`src/hw/rmqo_pkg.sv`:
```
// Constants and types for the reference mark / quadrature output block.
// Assumes a single 50 MHz pclk domain and an APB register slave.
// Behaviour
// Reference from index pair or switch
// Switch rising edge starts referencing
// Reference lasts one quadrature transition minimum
// Ignore further triggers for 1 second
// No velocity limit while referencing
// Reference only accepted while axis moving
// Output digital quadrature or analogue format
// Output carries A, B, index, error
// Output resolution selectable per configuration
// Error via line or drive withdrawal
// Encoder type selected from three kinds
// Controller handles six outputs, three inputs
// Controller holds reset 100 ms minimum
// Decode quadrature into signed counts
package rmqo_pkg;
    localparam int unsigned CLK_HZ          = 50_000_000;
    localparam int unsigned LOCKOUT_MS      = 1000;
    localparam int unsigned LOCKOUT_CYC     = CLK_HZ / 1000 * LOCKOUT_MS;
    localparam int unsigned RESET_MIN_MS    = 100;
    localparam int unsigned RESET_MIN_CYC   = CLK_HZ / 1000 * RESET_MIN_MS;
    localparam int unsigned MOTION_WIN_CYC  = 4096;

    localparam logic [7:0] ADDR_CTRL     = 8'h00;
    localparam logic [7:0] ADDR_STATUS   = 8'h04;
    localparam logic [7:0] ADDR_POS      = 8'h08;
    localparam logic [7:0] ADDR_IRQ_STAT = 8'h0C;
    localparam logic [7:0] ADDR_IRQ_EN   = 8'h10;
    localparam logic [7:0] ADDR_IRQ_CLR  = 8'h14;
    localparam logic [7:0] ADDR_DIV      = 8'h18;

    // Control register fields
    localparam int CTRL_REF_SRC  = 0;
    localparam int CTRL_OUT_FMT  = 1;
    localparam int CTRL_ENC_LSB  = 2;
    localparam int CTRL_RES_LSB  = 4;
    localparam int CTRL_ERR_MODE = 7;
    localparam int CTRL_ENABLE   = 8;
    localparam logic [8:0] CTRL_RST = 9'h100;
    localparam logic [7:0] DIV_RST  = 8'h01;

    // Event bits
    localparam int EV_REF   = 0;
    localparam int EV_ERR   = 1;
    localparam int EV_IGN   = 2;
    localparam int EV_STILL = 3;
    localparam int EV_W     = 4;

    typedef enum logic [1:0] {
        RMQO_ENC_LASER_A,
        RMQO_ENC_LASER_B,
        RMQO_ENC_SCALE,
        RMQO_ENC_BAD
    } rmqo_enc_t;
endpackage : rmqo_pkg

```
`src/hw/rmqo_quad_decode.sv`:
```
// Quadrature decoder: signed count, direction and valid/illegal edge flags.
// Assumes a and b already synchronous to pclk.
module rmqo_quad_decode
    import rmqo_pkg::*;
(
    input  wire logic        pclk,
    input  wire logic        presetn,
    input  wire logic        qa,
    input  wire logic        qb,
    output logic             step,
    output logic             dir_up,
    output logic             illegal,
    output logic      [31:0] count
);
    typedef struct packed {
        logic [1:0]  prev;
        logic [31:0] cnt;
        logic        step;
        logic        up;
        logic        bad;
    } rmqo_qd_t;

    rmqo_qd_t s_r;
    rmqo_qd_t s_nxt;

    always_comb begin
        logic [1:0] cur;
        cur        = {qa, qb};
        s_nxt      = s_r;
        s_nxt.prev = cur;
        s_nxt.step = 1'b0;
        s_nxt.bad  = 1'b0;
        // Gray sequence 00-10-11-01 counts up
        case ({s_r.prev, cur})
            4'b0010, 4'b1011, 4'b1101, 4'b0100: begin
                s_nxt.step = 1'b1;
                s_nxt.up   = 1'b1;
                s_nxt.cnt  = s_r.cnt + 32'h00000001;
            end
            4'b0001, 4'b0111, 4'b1110, 4'b1000: begin
                s_nxt.step = 1'b1;
                s_nxt.up   = 1'b0;
                s_nxt.cnt  = s_r.cnt - 32'h00000001;
            end
            4'b0011, 4'b1100, 4'b0110, 4'b1001: begin
                s_nxt.bad = 1'b1;
            end
            default: begin
            end
        endcase
    end

    always_ff @(posedge pclk or negedge presetn) begin
        if (!presetn) begin
            s_r <= '0;
        end else begin
            s_r <= s_nxt;
        end
    end

    assign step    = s_r.step;
    assign dir_up  = s_r.up;
    assign illegal = s_r.bad;
    assign count   = s_r.cnt;
endmodule : rmqo_quad_decode

```
`src/hw/rmqo_top.sv`:
```
// Reference mark handling and quadrature output toward the axis controller.
// Assumes encoder and switch inputs synchronous to pclk; APB slave on pclk.
//
// The implementer's own choices: the APB slave port and the register offsets.
module rmqo_top
    import rmqo_pkg::*;
#(
    parameter int unsigned LOCKOUT_CYCLES = LOCKOUT_CYC,
    parameter int unsigned CLR_MIN_CYCLES = RESET_MIN_CYC
) (
    input  wire logic        pclk,
    input  wire logic        presetn,
    input  wire logic        psel,
    input  wire logic        penable,
    input  wire logic        pwrite,
    input  wire logic [7:0]  paddr,
    input  wire logic [31:0] pwdata,
    output logic      [31:0] prdata,
    output logic             pready,
    output logic             pslverr,
    input  wire logic        enc_a,
    input  wire logic        enc_b,
    input  wire logic        enc_index,
    input  wire logic        ref_switch,
    input  wire logic        err_clear_n,
    input  wire logic        enc_fault,
    output logic             out_a,
    output logic             out_b,
    output logic             out_index,
    output logic             out_error_n,
    output logic             out_drive_oe_n,
    output logic             ana_sel,
    output logic [1:0]       ana_phase,
    output logic             irq
);
    typedef struct packed {
        logic [8:0]  ctrl;
        logic [7:0]  div;
        logic [4:0]  ev;
        logic [4:0]  en;
        logic [31:0] rdata;
        logic        ref_q;
        logic [31:0] lock;
        logic [12:0] still;
        logic        err;
        logic [31:0] clr_cnt;
        logic [1:0]  opos;
        logic [7:0]  pre;
        logic [7:0]  acc;
        logic        idx;
        logic [31:0] ref_pos;
        logic        armed;
    } rmqo_st_t;

    rmqo_st_t s_r;
    rmqo_st_t s_nxt;

    logic        step;
    logic        dir_up;
    logic        illegal;
    logic [31:0] count;

    rmqo_quad_decode u_dec (
        .pclk    (pclk),
        .presetn (presetn),
        .qa      (enc_a),
        .qb      (enc_b),
        .step    (step),
        .dir_up  (dir_up),
        .illegal (illegal),
        .count   (count)
    );

    // Output scale: steps per output edge, 1,2,4..128 by field value
    function automatic logic [7:0] res_div(input logic [2:0] sel, input rmqo_enc_t enc);
        logic [7:0] d;
        d = 8'h01 << sel;
        // Coarse scale gets no coarser than 32 steps per output edge
        if (enc == RMQO_ENC_SCALE && sel > 3'h5) begin
            d = 8'h20;
        end
        return d;
    endfunction : res_div

    function automatic logic [1:0] gray_next(input logic [1:0] g, input logic up);
        logic [1:0] r;
        case ({up, g})
            3'b100:  r = 2'b10;
            3'b110:  r = 2'b11;
            3'b111:  r = 2'b01;
            3'b101:  r = 2'b00;
            3'b000:  r = 2'b01;
            3'b001:  r = 2'b11;
            3'b011:  r = 2'b10;
            default: r = 2'b00;
        endcase
        return r;
    endfunction : gray_next

    logic      access;
    logic      wr;
    logic      ref_in;
    logic      trig;
    logic      moving;
    rmqo_enc_t enc;
    logic [4:0] ev_set;
    logic [4:0] clr_w;

    assign access = psel && penable;
    assign wr     = access && pwrite;
    assign enc    = rmqo_enc_t'(s_r.ctrl[CTRL_ENC_LSB +: 2]);
    assign ref_in = s_r.ctrl[CTRL_REF_SRC] ? ref_switch : enc_index;
    assign moving = s_r.still != MOTION_WIN_CYC[12:0];
    assign trig   = ref_in && !s_r.ref_q;
    assign clr_w  = (wr && paddr == ADDR_IRQ_CLR) ? pwdata[4:0] : 5'h00;

    always_comb begin
        s_nxt       = s_r;
        ev_set      = 5'h00;
        s_nxt.ref_q = ref_in;
        s_nxt.idx   = 1'b0;

        // Motion detector: counts idle cycles since last edge
        if (step) begin
            s_nxt.still = '0;
        end else if (moving) begin
            s_nxt.still = s_r.still + 13'h0001;
        end

        // Referencing: edge, then 1 s lockout; speed is never checked
        s_nxt.armed = 1'b0;
        if (s_r.lock != 32'h0) begin
            s_nxt.lock = s_r.lock - 32'h00000001;
            if (trig) begin
                ev_set[EV_IGN] = 1'b1;
            end
        end else if ((trig || s_r.armed) && step) begin
            // Mark must overlap a transition of input quadrature
            s_nxt.lock     = LOCKOUT_CYCLES;
            s_nxt.idx      = 1'b1;
            s_nxt.ref_pos  = count;
            ev_set[EV_REF] = 1'b1;
        end else if (trig && !moving) begin
            ev_set[EV_STILL] = 1'b1;
        end else if (trig || s_r.armed) begin
            // Slow axis: keep the mark until the next input step
            s_nxt.armed = ref_in;
        end

        // Error latch: cleared only by a long low on the clear line
        if (illegal || enc_fault || enc == RMQO_ENC_BAD) begin
            s_nxt.err = 1'b1;
            if (!s_r.err) begin
                ev_set[EV_ERR] = 1'b1;
            end
        end else if (s_r.clr_cnt >= CLR_MIN_CYCLES) begin
            s_nxt.err = 1'b0;
        end
        s_nxt.clr_cnt = err_clear_n ? 32'h0
                      : (s_r.clr_cnt >= CLR_MIN_CYCLES ? s_r.clr_cnt
                                                        : s_r.clr_cnt + 32'h00000001);

        // Output synthesis: one output edge per res_div steps
        if (step && s_r.ctrl[CTRL_ENABLE] && !s_r.err) begin
            if (s_r.acc + 8'h01 >= res_div(s_r.ctrl[CTRL_RES_LSB +: 3], enc)) begin
                s_nxt.acc  = 8'h00;
                s_nxt.opos = gray_next(s_r.opos, dir_up);
            end else begin
                s_nxt.acc = s_r.acc + 8'h01;
            end
        end

        // Sticky events; set beats clear
        s_nxt.ev = (s_r.ev & ~clr_w) | ev_set;

        // APB
        if (wr) begin
            case (paddr)
                ADDR_CTRL:   s_nxt.ctrl = pwdata[8:0];
                ADDR_IRQ_EN: s_nxt.en   = pwdata[4:0];
                ADDR_DIV:    s_nxt.div  = pwdata[7:0];
                default: begin
                end
            endcase
        end
        // Read word taken in setup so prdata comes from a flop
        if (psel && !penable && !pwrite) begin
            case (paddr)
                ADDR_CTRL:     s_nxt.rdata = {23'h0, s_r.ctrl};
                ADDR_STATUS:   s_nxt.rdata = {28'h0, moving, s_r.lock != 32'h0,
                                              s_r.err, s_r.opos[0]};
                ADDR_POS:      s_nxt.rdata = count;
                ADDR_IRQ_STAT: s_nxt.rdata = {27'h0, s_r.ev};
                ADDR_IRQ_EN:   s_nxt.rdata = {27'h0, s_r.en};
                ADDR_DIV:      s_nxt.rdata = {24'h0, s_r.div};
                default:       s_nxt.rdata = 32'h0;
            endcase
        end
    end

    always_ff @(posedge pclk or negedge presetn) begin
        if (!presetn) begin
            s_r      <= '0;
            s_r.ctrl <= CTRL_RST;
            s_r.div  <= DIV_RST;
        end else begin
            s_r <= s_nxt;
        end
    end

    // Zero wait: read word already captured during setup
    assign prdata  = s_r.rdata;
    assign pready  = 1'b1;
    assign pslverr = access && !(paddr == ADDR_CTRL || paddr == ADDR_STATUS
                              || paddr == ADDR_POS || paddr == ADDR_IRQ_STAT
                              || paddr == ADDR_IRQ_EN || paddr == ADDR_IRQ_CLR
                              || paddr == ADDR_DIV);
    assign irq     = |(s_r.ev & s_r.en);

    // error line always; drive withdrawn too if selected
    assign out_a          = s_r.opos[1];
    assign out_b          = s_r.opos[0];
    assign out_index      = s_r.idx;
    assign out_error_n    = !s_r.err;
    assign out_drive_oe_n = s_r.err && s_r.ctrl[CTRL_ERR_MODE];
    assign ana_sel        = s_r.ctrl[CTRL_OUT_FMT];
    assign ana_phase      = s_r.opos;
endmodule : rmqo_top

```
`config.mk`:
```
export PLATFORM = sky130hd
export DESIGN_NAME = rmqo_top
export DESIGN_NICKNAME = d
export VERILOG_FILES = /design/src/hw/rmqo_pkg.sv /design/src/hw/rmqo_quad_decode.sv /design/src/hw/rmqo_top.sv
export SDC_FILE = /design/constraint.sdc
export NUM_CORES = 1
export LEC_CHECK = 0
export BUFFER_PORTS_ARGS = -buffer_cell sky130_fd_sc_hd__buf_2
export CORE_UTILIZATION = 30
export CTS_CLUSTER_DIAMETER = 80
export DETAILED_ROUTE_END_ITERATION = 12
export MAX_ROUTING_LAYER = met4
export PLACE_DENSITY = 0.51
export SETUP_SLACK_MARGIN = 0.15
export SLEW_MARGIN = 30
export SYNTH_ARGS = -nofsm -noshare
export SYNTH_HDL_FRONTEND = slang
export SYNTH_SLANG_ARGS = --single-unit
export TNS_END_PERCENT = 1
```
`constraint.sdc`:
```
create_clock -name pclk -period 3.3 [get_ports pclk]
set_clock_uncertainty 0.05 [all_clocks]
set_input_delay 0.33 -clock pclk [delete_from_list [all_inputs] [get_ports pclk]]
set_output_delay 0.33 -clock pclk [all_outputs]
set_load 0.01 [all_outputs]
```
==> impl_metrics.json, run 1 <==
{
  "wl_per_cell_um": 15.4,
  "dp_slack_ps": -40.3,
  "numCtsBuffers": 17,
  "finalHoldViolCount": 0,
  "yosysSeqAreaShare_pct": 44.1,
  "overflow": 0,
  "antenna_left": 0,
  "grt_pass1_wl_um": 41100,
  "total_leakage_power_nw": 5.54,
  "cp_max_fo": 6,
  "setup_viol": 0,
  "crit_buf_inv": 1,
  "cellPowerDensity_nw_per_um2": 628,
  "peakVddDrop_mv": 0.409,
  "synth_edf_count": 0,
  "cp_cell_sequence": "xnor2_2 > buf_4 > and2_4 > ha_1 > and2_1 > a221oi_2 > a21oi_2 > o21a_1 > a211oi_2 > nor3_2 > or3_1 > a31o_1",
  "synth.distinct_cells": 73,
  "clk_latency_ps": 450,
  "num_vias": 8006,
  "port_buffers": 69,
  "drc": 0,
  "rows": 68,
  "slowest_stage": "dfrtp_1",
  "r2r_slack_ps": 120,
  "period_share_pct": 96.3,
  "synth_top_flop_cell": "dfrtp_1",
  "final_max_slew_viol_count": 0,
  "hpwlAfterDp_um": 17600,
  "r2r-start": "u_dec.s_r[35]",
  "hp-class": "primary input to flop",
  "synth.net_count": 1203,
  "grt_usage_pct": 14.8,
  "core_um2": 34700,
  "fin_crit_ps": 3180,
  "crit_family": "compound AO/OA/AOI/OAI gates",
  "area_growth_pct": 15.6,
  "grt_pass1_vias": 7837,
  "tritoncts": "yes",
  "path_class": "flop to flop",
  "clkTransAtPathRegs_ps": 80,
  "status": "complete, no violations",
  "viasPerCell": 4.91,
  "final_nets": 1263,
  "drv_cap": 0,
  "crit_path_max_incr_delay_ps": 420,
  "synth_warnings": 0,
  "avgSynthCellArea_um2": 9.63,
  "cts.sinks": 187,
  "critPathLaunch": "u_dec.s_r[35]",
  "die_width_um": 190,
  "worstHoldStart": "pwdata[7]",
  "antenna_found_initial": 0,
  "drt_iter0_drc": 566,
  "cp.arrival_ps": 3460,
  "place.gp.congestion": 0.838,
  "fmax_mhz": 315,
  "power_mw": 7.70,
  "grt_setup_unrepaired": "true",
  "die_h_um": 190,
  "slew_headroom_pct": 43.9,
  "dieArea_um2": 36100,
  "start_util_pct": 30.6,
  "tightest_slew_ps": 841,
  "grt_max_degree": 73,
  "start_kind": "flop",
  "cp.required_ps": 3580,
  "netlist_area_um2": 10600,
  "clockRootBuffer": "clkbuf_16",
  "htree_levels": 4,
  "setup_ws_ps": 123,
  "fin_cells": 1632,
  "ys_seq_elements": 187,
  "drive_gt1_share_pct": 19.0,
  "first_pass_iters": 5,
  "syn_inst": 1103,
  "async_flop_share_pct": 100,
  "crit_path_end_kind": "flop",
  "cts_buffer_depth": 2,
  "dp_cells": 1588,
  "io_pins": 94,
  "routed_wl_um": 25100
}
report_power, final:
group          total, mW  switching [mW]  internal, mW
Sequential          2.79           0.266          2.53
Combinational       2.78            1.51          1.27
Clock               2.13            1.05          1.09
cell usage after synthesis, types with 24 or more instances:
cell        n  share of area, %
dfrtp_1   185                44
nor2_1    119               4.2
nand2_1    92               3.3
a21oi_1    76               3.6
xnor2_1    60               4.9
o21ai_0    53               2.5
ha_1       48               5.7
nand3_1    41               1.9
buf_4      35               2.5
clkbuf_1   31               1.1
mux2_2     31               3.3
xor2_1     31               2.6
inv_1      28              0.99
a22o_1     24               2.0
sequential cells by signal, summed over array words and instances (netlist names):
name,flops
prdata,32
u_dec.count,32
ana_sel,1
ana_phase,2
u_dec.illegal,1
u_dec.s_r,2
enc,2
out_index,1
u_dec.dir_up,1
u_dec.step,1
s_r,112
area by class of cell:
| cell class | instances | area [µm²] |
|---|---|---|
| timing repair buffer | 113 | 717 |
| tap | 455 | 569 |
| antenna | 1 | 2.50 |
| clock buffer | 17 | 425 |
| fill | 3570 | 22400 |
| sequential | 187 | 4680 |
| inverter | 28 | 105 |
| clock inverter | 15 | 173 |
| multi-input combinational | 816 | 5600 |
final timing paths:
path                              endpoint  depth (start not counted)
setup / recovery           u_dec.count[30]                         12
hold / removal                    s_r[180]                          2
setup reg to reg           u_dec.count[30]                         12
hold reg to reg                   s_r[109]                          1
max in group asynchronous          s_r[71]                          3
min in group asynchronous         s_r[127]                          2
routing by layer:
layer / global-route usage, % / part of all wire, %
met4: 3.85 / 1.1
met5: - / 0
met3: 2.86 / 2.8
met1: 19.7 / 49
met2: 22.8 / 47
logic make-up after synthesis:
kind of cell	share of synthesized area, %
compound gates	14.1
simple gates	18.8
flops	44.1
buf+inv	4.91
mux	4.70
xor+xnor	7.51
fa+ha+maj	5.85
other cells	0.0353
cells in the final DEF (no fill, tap or decap), drive strengths merged, types with 13 or more instances in the layout:
cell	count
dfrtp	185
nor2	122
buf	109
nand2	92
a21oi	76
o21ai	61
xnor2	60
ha	48
nand3	41
inv	36
mux2	31
xor2	31
nor4	26
nor3	25
a22o	24
clkbuf	18
nor2b	15
mux2i	15
and3	13
a21o	13
worst reg2reg max path: stages, from the launching register on:
cell and delay (ps):
dfrtp_1 420, xnor2_2 230, buf_4 150, and2_4 210
ha_1 260, and2_1 170, a221oi_2 270, a21oi_2 100
o21a_1 220, a211oi_2 330, nor3_2 90, or3_1 350
a31o_1 220
what timing repair did:
item / in CTS / in global routing
pin swaps: 1 / 14
hold buffers: 3 / 0
setup buffers: 1 / 6
endpoints found under the setup margin: 7 / 14
hold endpoints to repair: 70 / 0
gates cloned: 0 / 1
resized for setup: 3 / 25
stage by stage:
step | util (%) | hold WS [ps] | area (µm²) | setup TNS (ps)
final | 35.4 | 70.5 | 12300 | 0
after global placement | 32.9 | 349 | 11400 | -59.5
after global routing | 35.3 | 58.1 | 12300 | -21.8
after CTS | 34.8 | 50.3 | 12100 | 0
after detailed placement | 32.9 | 345 | 11400 | -40.3
after floorplan | - | -15.6 | 10600 | 0
(Power assumes the default switching activity.)
==> run 2: changes to the inputs <==
- REMOVE_ABC_BUFFERS: unset -> 1
- SETUP_SLACK_MARGIN: 0.15 -> 0.02
==> impl_metrics.json, run 2 (synthesized netlist as in run 1, its figures left out) <==
{
  "cts.sinks": 187,
  "cp.required_ps": 3620,
  "cp_max_fo": 15,
  "routed_wl_um": 24900,
  "cp.arrival_ps": 3450,
  "port_buffers": 69,
  "antenna_left": 0,
  "cp_cell_sequence": "xor2_1 > and2_4 > buf_12 > buf_4 > ha_1 > nand4_1 > a2111oi_1 > buf_4 > o31ai_1 > nor2_1 > a21oi_1 > xor2_1 > a21oi_1",
  "setup_viol": 0,
  "final_common_cell": "dfrtp_1",
  "area_growth_pct": 16.1,
  "fin_crit_ps": 3120,
  "grt_setup_unrepaired": "true",
  "path_class": "flop to flop",
  "die_h_um": 190,
  "drc": 0,
  "dp_cells": 1612,
  "wl_per_cell_um": 15.1,
  "cts_buffer_depth": 2,
  "start_util_pct": 30.6,
  "place.gp.congestion": 0.844,
  "clockRootBuffer": "clkbuf_16",
  "status": "complete, no violations",
  "dp_slack_ps": -81.8,
  "n_fill_cell": 3589,
  "grt_pass1_vias": 7951,
  "viasPerCell": 4.85,
  "io_pins": 94,
  "overflow": 0,
  "dieArea_um2": 36100,
  "core_um2": 34700,
  "fin_cells": 1646,
  "final_nets": 1277,
  "clkTransAtPathRegs_ps": 80,
  "rows": 68,
  "clk_latency_ps": 440,
  "slowest_stage": "ha_1",
  "crit_path_max_incr_delay_ps": 450,
  "peakVddDrop_mv": 0.391,
  "numCtsBuffers": 17,
  "first_pass_iters": 4,
  "drv_cap": 0,
  "slew_headroom_pct": 42.5,
  "num_vias": 7984,
  "antenna_found_initial": 1,
  "period_share_pct": 94.7,
  "regMostFlops": "s_r",
  "largest_reg_flops": 112,
  "setup_ws_ps": 176,
  "tritoncts": "yes",
  "crit_buf_inv": 3,
  "crit_path_end_kind": "flop",
  "start_kind": "flop",
  "finalHoldViolCount": 0,
  "total_leakage_power_nw": 5.62,
  "grt_pass1_wl_um": 41400,
  "fmax_mhz": 320,
  "grt_usage_pct": 14.8,
  "placed_cell_area_um2": 11600,
  "hp-class": "primary input to flop",
  "tightest_slew_ps": 862,
  "grt_max_degree": 72,
  "final_max_slew_viol_count": 0,
  "die_width_um": 190,
  "post_cts_buffers": 0,
  "whs_ps": 75.0,
  "cellPowerDensity_nw_per_um2": 631,
  "drive_gt1_share_pct": 19.5,
  "tns_ps": 0,
  "drt_iter0_drc": 381,
  "hpwlAfterDp_um": 17700,
  "most-common-layout-cells": "185 x dfrtp_1, 118 x nor2_1, 92 x nand2_1, 74 x a21oi_1, 68 x buf_2",
  "crit_family": "compound AO/OA/AOI/OAI gates",
  "htree_levels": 4,
  "stdcell_area_um2": 12300
}
run 2: final timing paths:
check	depth (start not counted)	startpoint	endpoint	slack, ps
setup / recovery	13	u_dec.s_r[36]	u_dec.count[24]	180
hold / removal	2	enc_b	u_dec.s_r[35]	80
setup reg to reg	13	u_dec.s_r[36]	u_dec.count[24]	180
hold reg to reg	1	s_r[103]	s_r[103]	420
max in group asynchronous	3	presetn	prdata[22]	1970
min in group asynchronous	2	presetn	s_r[71]	410
run 2: layout make-up:
type                    instances  area [µm²]  share of cell area (%)
diodes                          1        2.50                  0.0203
clock buffers                  18         439                    3.56
repair buffers                128         850                    6.89
clock inverters                14         150                    1.22
well taps                     455         569                    4.62
flip-flops and latches        187        4680                    38.0
multi-input cells             815        5520                    44.8
inverters                      28         105                   0.853
run 2: through the flow:
stage / total power, mW / utilization (%)
after detailed placement: 5.59 / 33.5
after floorplan: 4.63 / -
after global placement: 5.59 / 33.5
final: 7.77 / 35.5
after global routing: 8.33 / 35.5
after CTS: 7.78 / 35.2
run 2: worst reg2reg max path, delay by kind of cell (launching register included):
kind                     cells  cell delay [ps]
AO/OA/AOI/OAI                4              730
AND/OR/NAND/NOR              3              590
buffers and inverters        3              510
adder cells (fa/ha/maj)      1              460
flip-flops                   1              390
XOR/XNOR                     2              320
run 2: metal layers:
layer  up-vias  part of all wire [%]  GRT usage (%)
met5         -                     0              -
met4         0                   1.0           3.57
met3        17                   2.7           3.04
met2        83                    48           24.0
met1      3871                    48           18.7
li1       4013                     -              -
run 2: repair_timing:
action                                  in CTS  in global routing
resized for setup                            1                 21
pin swaps                                    0                  3
hold buffers                                 1                  0
endpoints found under the setup margin       1                 12
endpoints found under the hold margin       67                  0
run 2: power by group:
part	total, mW	switching (mW)	internal [mW]
Combinational	2.89	1.53	1.35
Clock	2.11	1.01	1.10
Sequential	2.78	0.246	2.53
Total	7.77	2.79	4.98
==> run 3: changes to the inputs <==
- CORE_ASPECT_RATIO: unset -> 2
- CTS_BUF_LIST: unset -> sky130_fd_sc_hd__clkbuf_8 sky130_fd_sc_hd__clkbuf_16
==> impl_metrics.json, run 3 (synthesized netlist as in run 1, its figures left out) <==
{
  "status": "complete, no violations",
  "grt_max_degree": 73,
  "r2r_slack_ps": 120,
  "power_mw": 8.33,
  "overflow": 0,
  "cp.required_ps": 3580,
  "cts_buffer_depth": 2,
  "holdPathStages": 2,
  "grt-busiest-layer": "met2",
  "grt_pass1_vias": 8506,
  "viasPerCell": 4.95,
  "total_leakage_power_nw": 5.87,
  "wl_per_cell_um": 16.5,
  "clk_latency_ps": 450,
  "path_class": "flop to flop",
  "drive_gt1_share_pct": 22.2,
  "grtUsageMet1_pct": 16.0,
  "grt_pass1_wl_um": 44600,
  "reg2reg_depth": 15,
  "start_util_pct": 30.4,
  "finalHoldViolCount": 0,
  "most-common-layout-cells": "185 x dfrtp_1, 118 x nor2_1, 94 x buf_4, 92 x nand2_1, 71 x a21oi_1",
  "start_kind": "flop",
  "drc": 0,
  "clkTransAtPathRegs_ps": 70,
  "use_met2_pct": 31.8,
  "slew_headroom_pct": 41.7,
  "core_um2": 35000,
  "final_max_slew_viol_count": 0,
  "grt_usage_pct": 16.6,
  "n_fill_cell": 3578,
  "area_growth_pct": 19.8,
  "setup_viol": 0,
  "crit_path_end_kind": "flop",
  "tritoncts": "yes",
  "period_share_pct": 96.3,
  "port_buffers": 69,
  "dieArea_um2": 36200,
  "routed_wl_um": 27700,
  "stdcell_area_um2": 12700,
  "hpwlAfterDp_um": 20900,
  "cellPowerDensity_nw_per_um2": 655,
  "cp.arrival_ps": 3460,
  "r2r-start": "u_dec.s_r[36]",
  "hp-class": "primary input to flop",
  "worstHoldStart": "pwdata[7]",
  "cp_cell_sequence": "xor2_2 > and2_4 > buf_12 > buf_12 > ha_1 > a21o_1 > a21o_1 > a21oi_2 > o41ai_2 > buf_4 > a41oi_4 > buf_6 > o211ai_1 > xor2_1 > mux2_2",
  "first_pass_iters": 4,
  "htree_levels": 4,
  "place.gp.congestion": 0.846,
  "num_vias": 8296,
  "hold_end": "s_r[188]",
  "peakVddDrop_mv": 0.418,
  "grt_setup_unrepaired": "true",
  "clockRootBuffer": "clkbuf_16",
  "regMostFlops": "s_r",
  "antenna_found_initial": 2,
  "largest_reg_flops": 112,
  "io_pins": 94,
  "final_common_cell": "dfrtp_1",
  "r2r_end": "u_dec.count[29]",
  "final_nets": 1317,
  "cp_max_fo": 14,
  "rows": 97,
  "crit_path_max_incr_delay_ps": 410,
  "die_h_um": 268,
  "cts.sinks": 187,
  "fin_crit_ps": 3180,
  "tightest_slew_ps": 874,
  "final_util_pct": 36.4,
  "placed_cell_area_um2": 11900,
  "drt_iter0_drc": 300,
  "numCtsBuffers": 17,
  "use_met3_pct": 3.04,
  "whs_ps": 76.0,
  "slowest_stage": "dfrtp_1",
  "tns_ps": 0,
  "drv_cap": 0,
  "fmax_mhz": 315,
  "die_width_um": 135,
  "antenna_left": 0
}
==> run 3: cell types whose count changed in the layout (fill, tap and decap cells not counted), sizes merged <==
cell | before | now
buf | 126 | 166
bufinv | 1 | 5
clkbuf | 19 | 21
clkinv | 5 | 0
clkinvlp | 0 | 1
diode | 1 | 2
inv | 36 | 34
==> run 3: per-stage QoR <==
stage               std cells  worst slack, ps
floorplan                1030             -262
global placement         1641             -159
detailed placement       1641             -150
CTS                      1674             39.1
global route             1677            -62.2
finish                   1677              123
==> run 3: cell type report <==
cell class,count,area (µm²),share of cell area [%]
Multi-Input combinational cell,815,5580,43.9
Sequential cell,187,4680,36.8
Timing Repair Buffer,168,1140,8.97
Tap cell,445,557,4.38
Clock buffer,20,467,3.67
Clock inverter,12,180,1.42
Inverter,28,105,0.826
Antenna cell,2,5.00,0.0393
==> run 3: power by group <==
group,total (mW),internal [mW],leakage (nW),switching (mW)
Combinational,3.25,1.60,3.08,1.65
Sequential,2.79,2.53,2.46,0.263
Clock,2.29,1.39,0.334,0.897
==> run 3: worst max path at each step <==
stage                        startpoint  cells past startpoint  slack, ps               to
after floorplan           u_dec.s_r[35]                     11       -260  u_dec.count[30]
after global placement            enc_b                     16       -160  u_dec.count[29]
after detailed placement          enc_b                     16       -150  u_dec.count[28]
after CTS                 u_dec.s_r[35]                     14         40  u_dec.count[29]
after global routing      u_dec.s_r[36]                     14        -60  u_dec.count[28]
final                     u_dec.s_r[36]                     15        120  u_dec.count[29]
==> run 3: metal layers <==
metal	wire length (µm)	part of all wire [%]
met1	10200	37
met5	0	0
met4	829	3.0
met3	573	2.1
met2	16200	58
==> run 3: worst max-delay path: cells and delay by family, from the launching register on <==
family,cells,cell delay (ps)
and+or+nand+nor,1,180
DFF,1,410
xor gates and xnor gates,2,320
muxes,1,260
adders and majority gates,1,280
AOI/OAI and AO/OA,6,970
buffers and inverters,4,570
==> run 3: repair_timing <==
action / CTS / global route
hold buffers: 1 / 0
endpoints found under the setup margin: 3 / 8
setup buffers: 0 / 1
pin swaps: 2 / 8
endpoints found under the hold margin: 67 / 0
gates resized for setup: 6 / 23
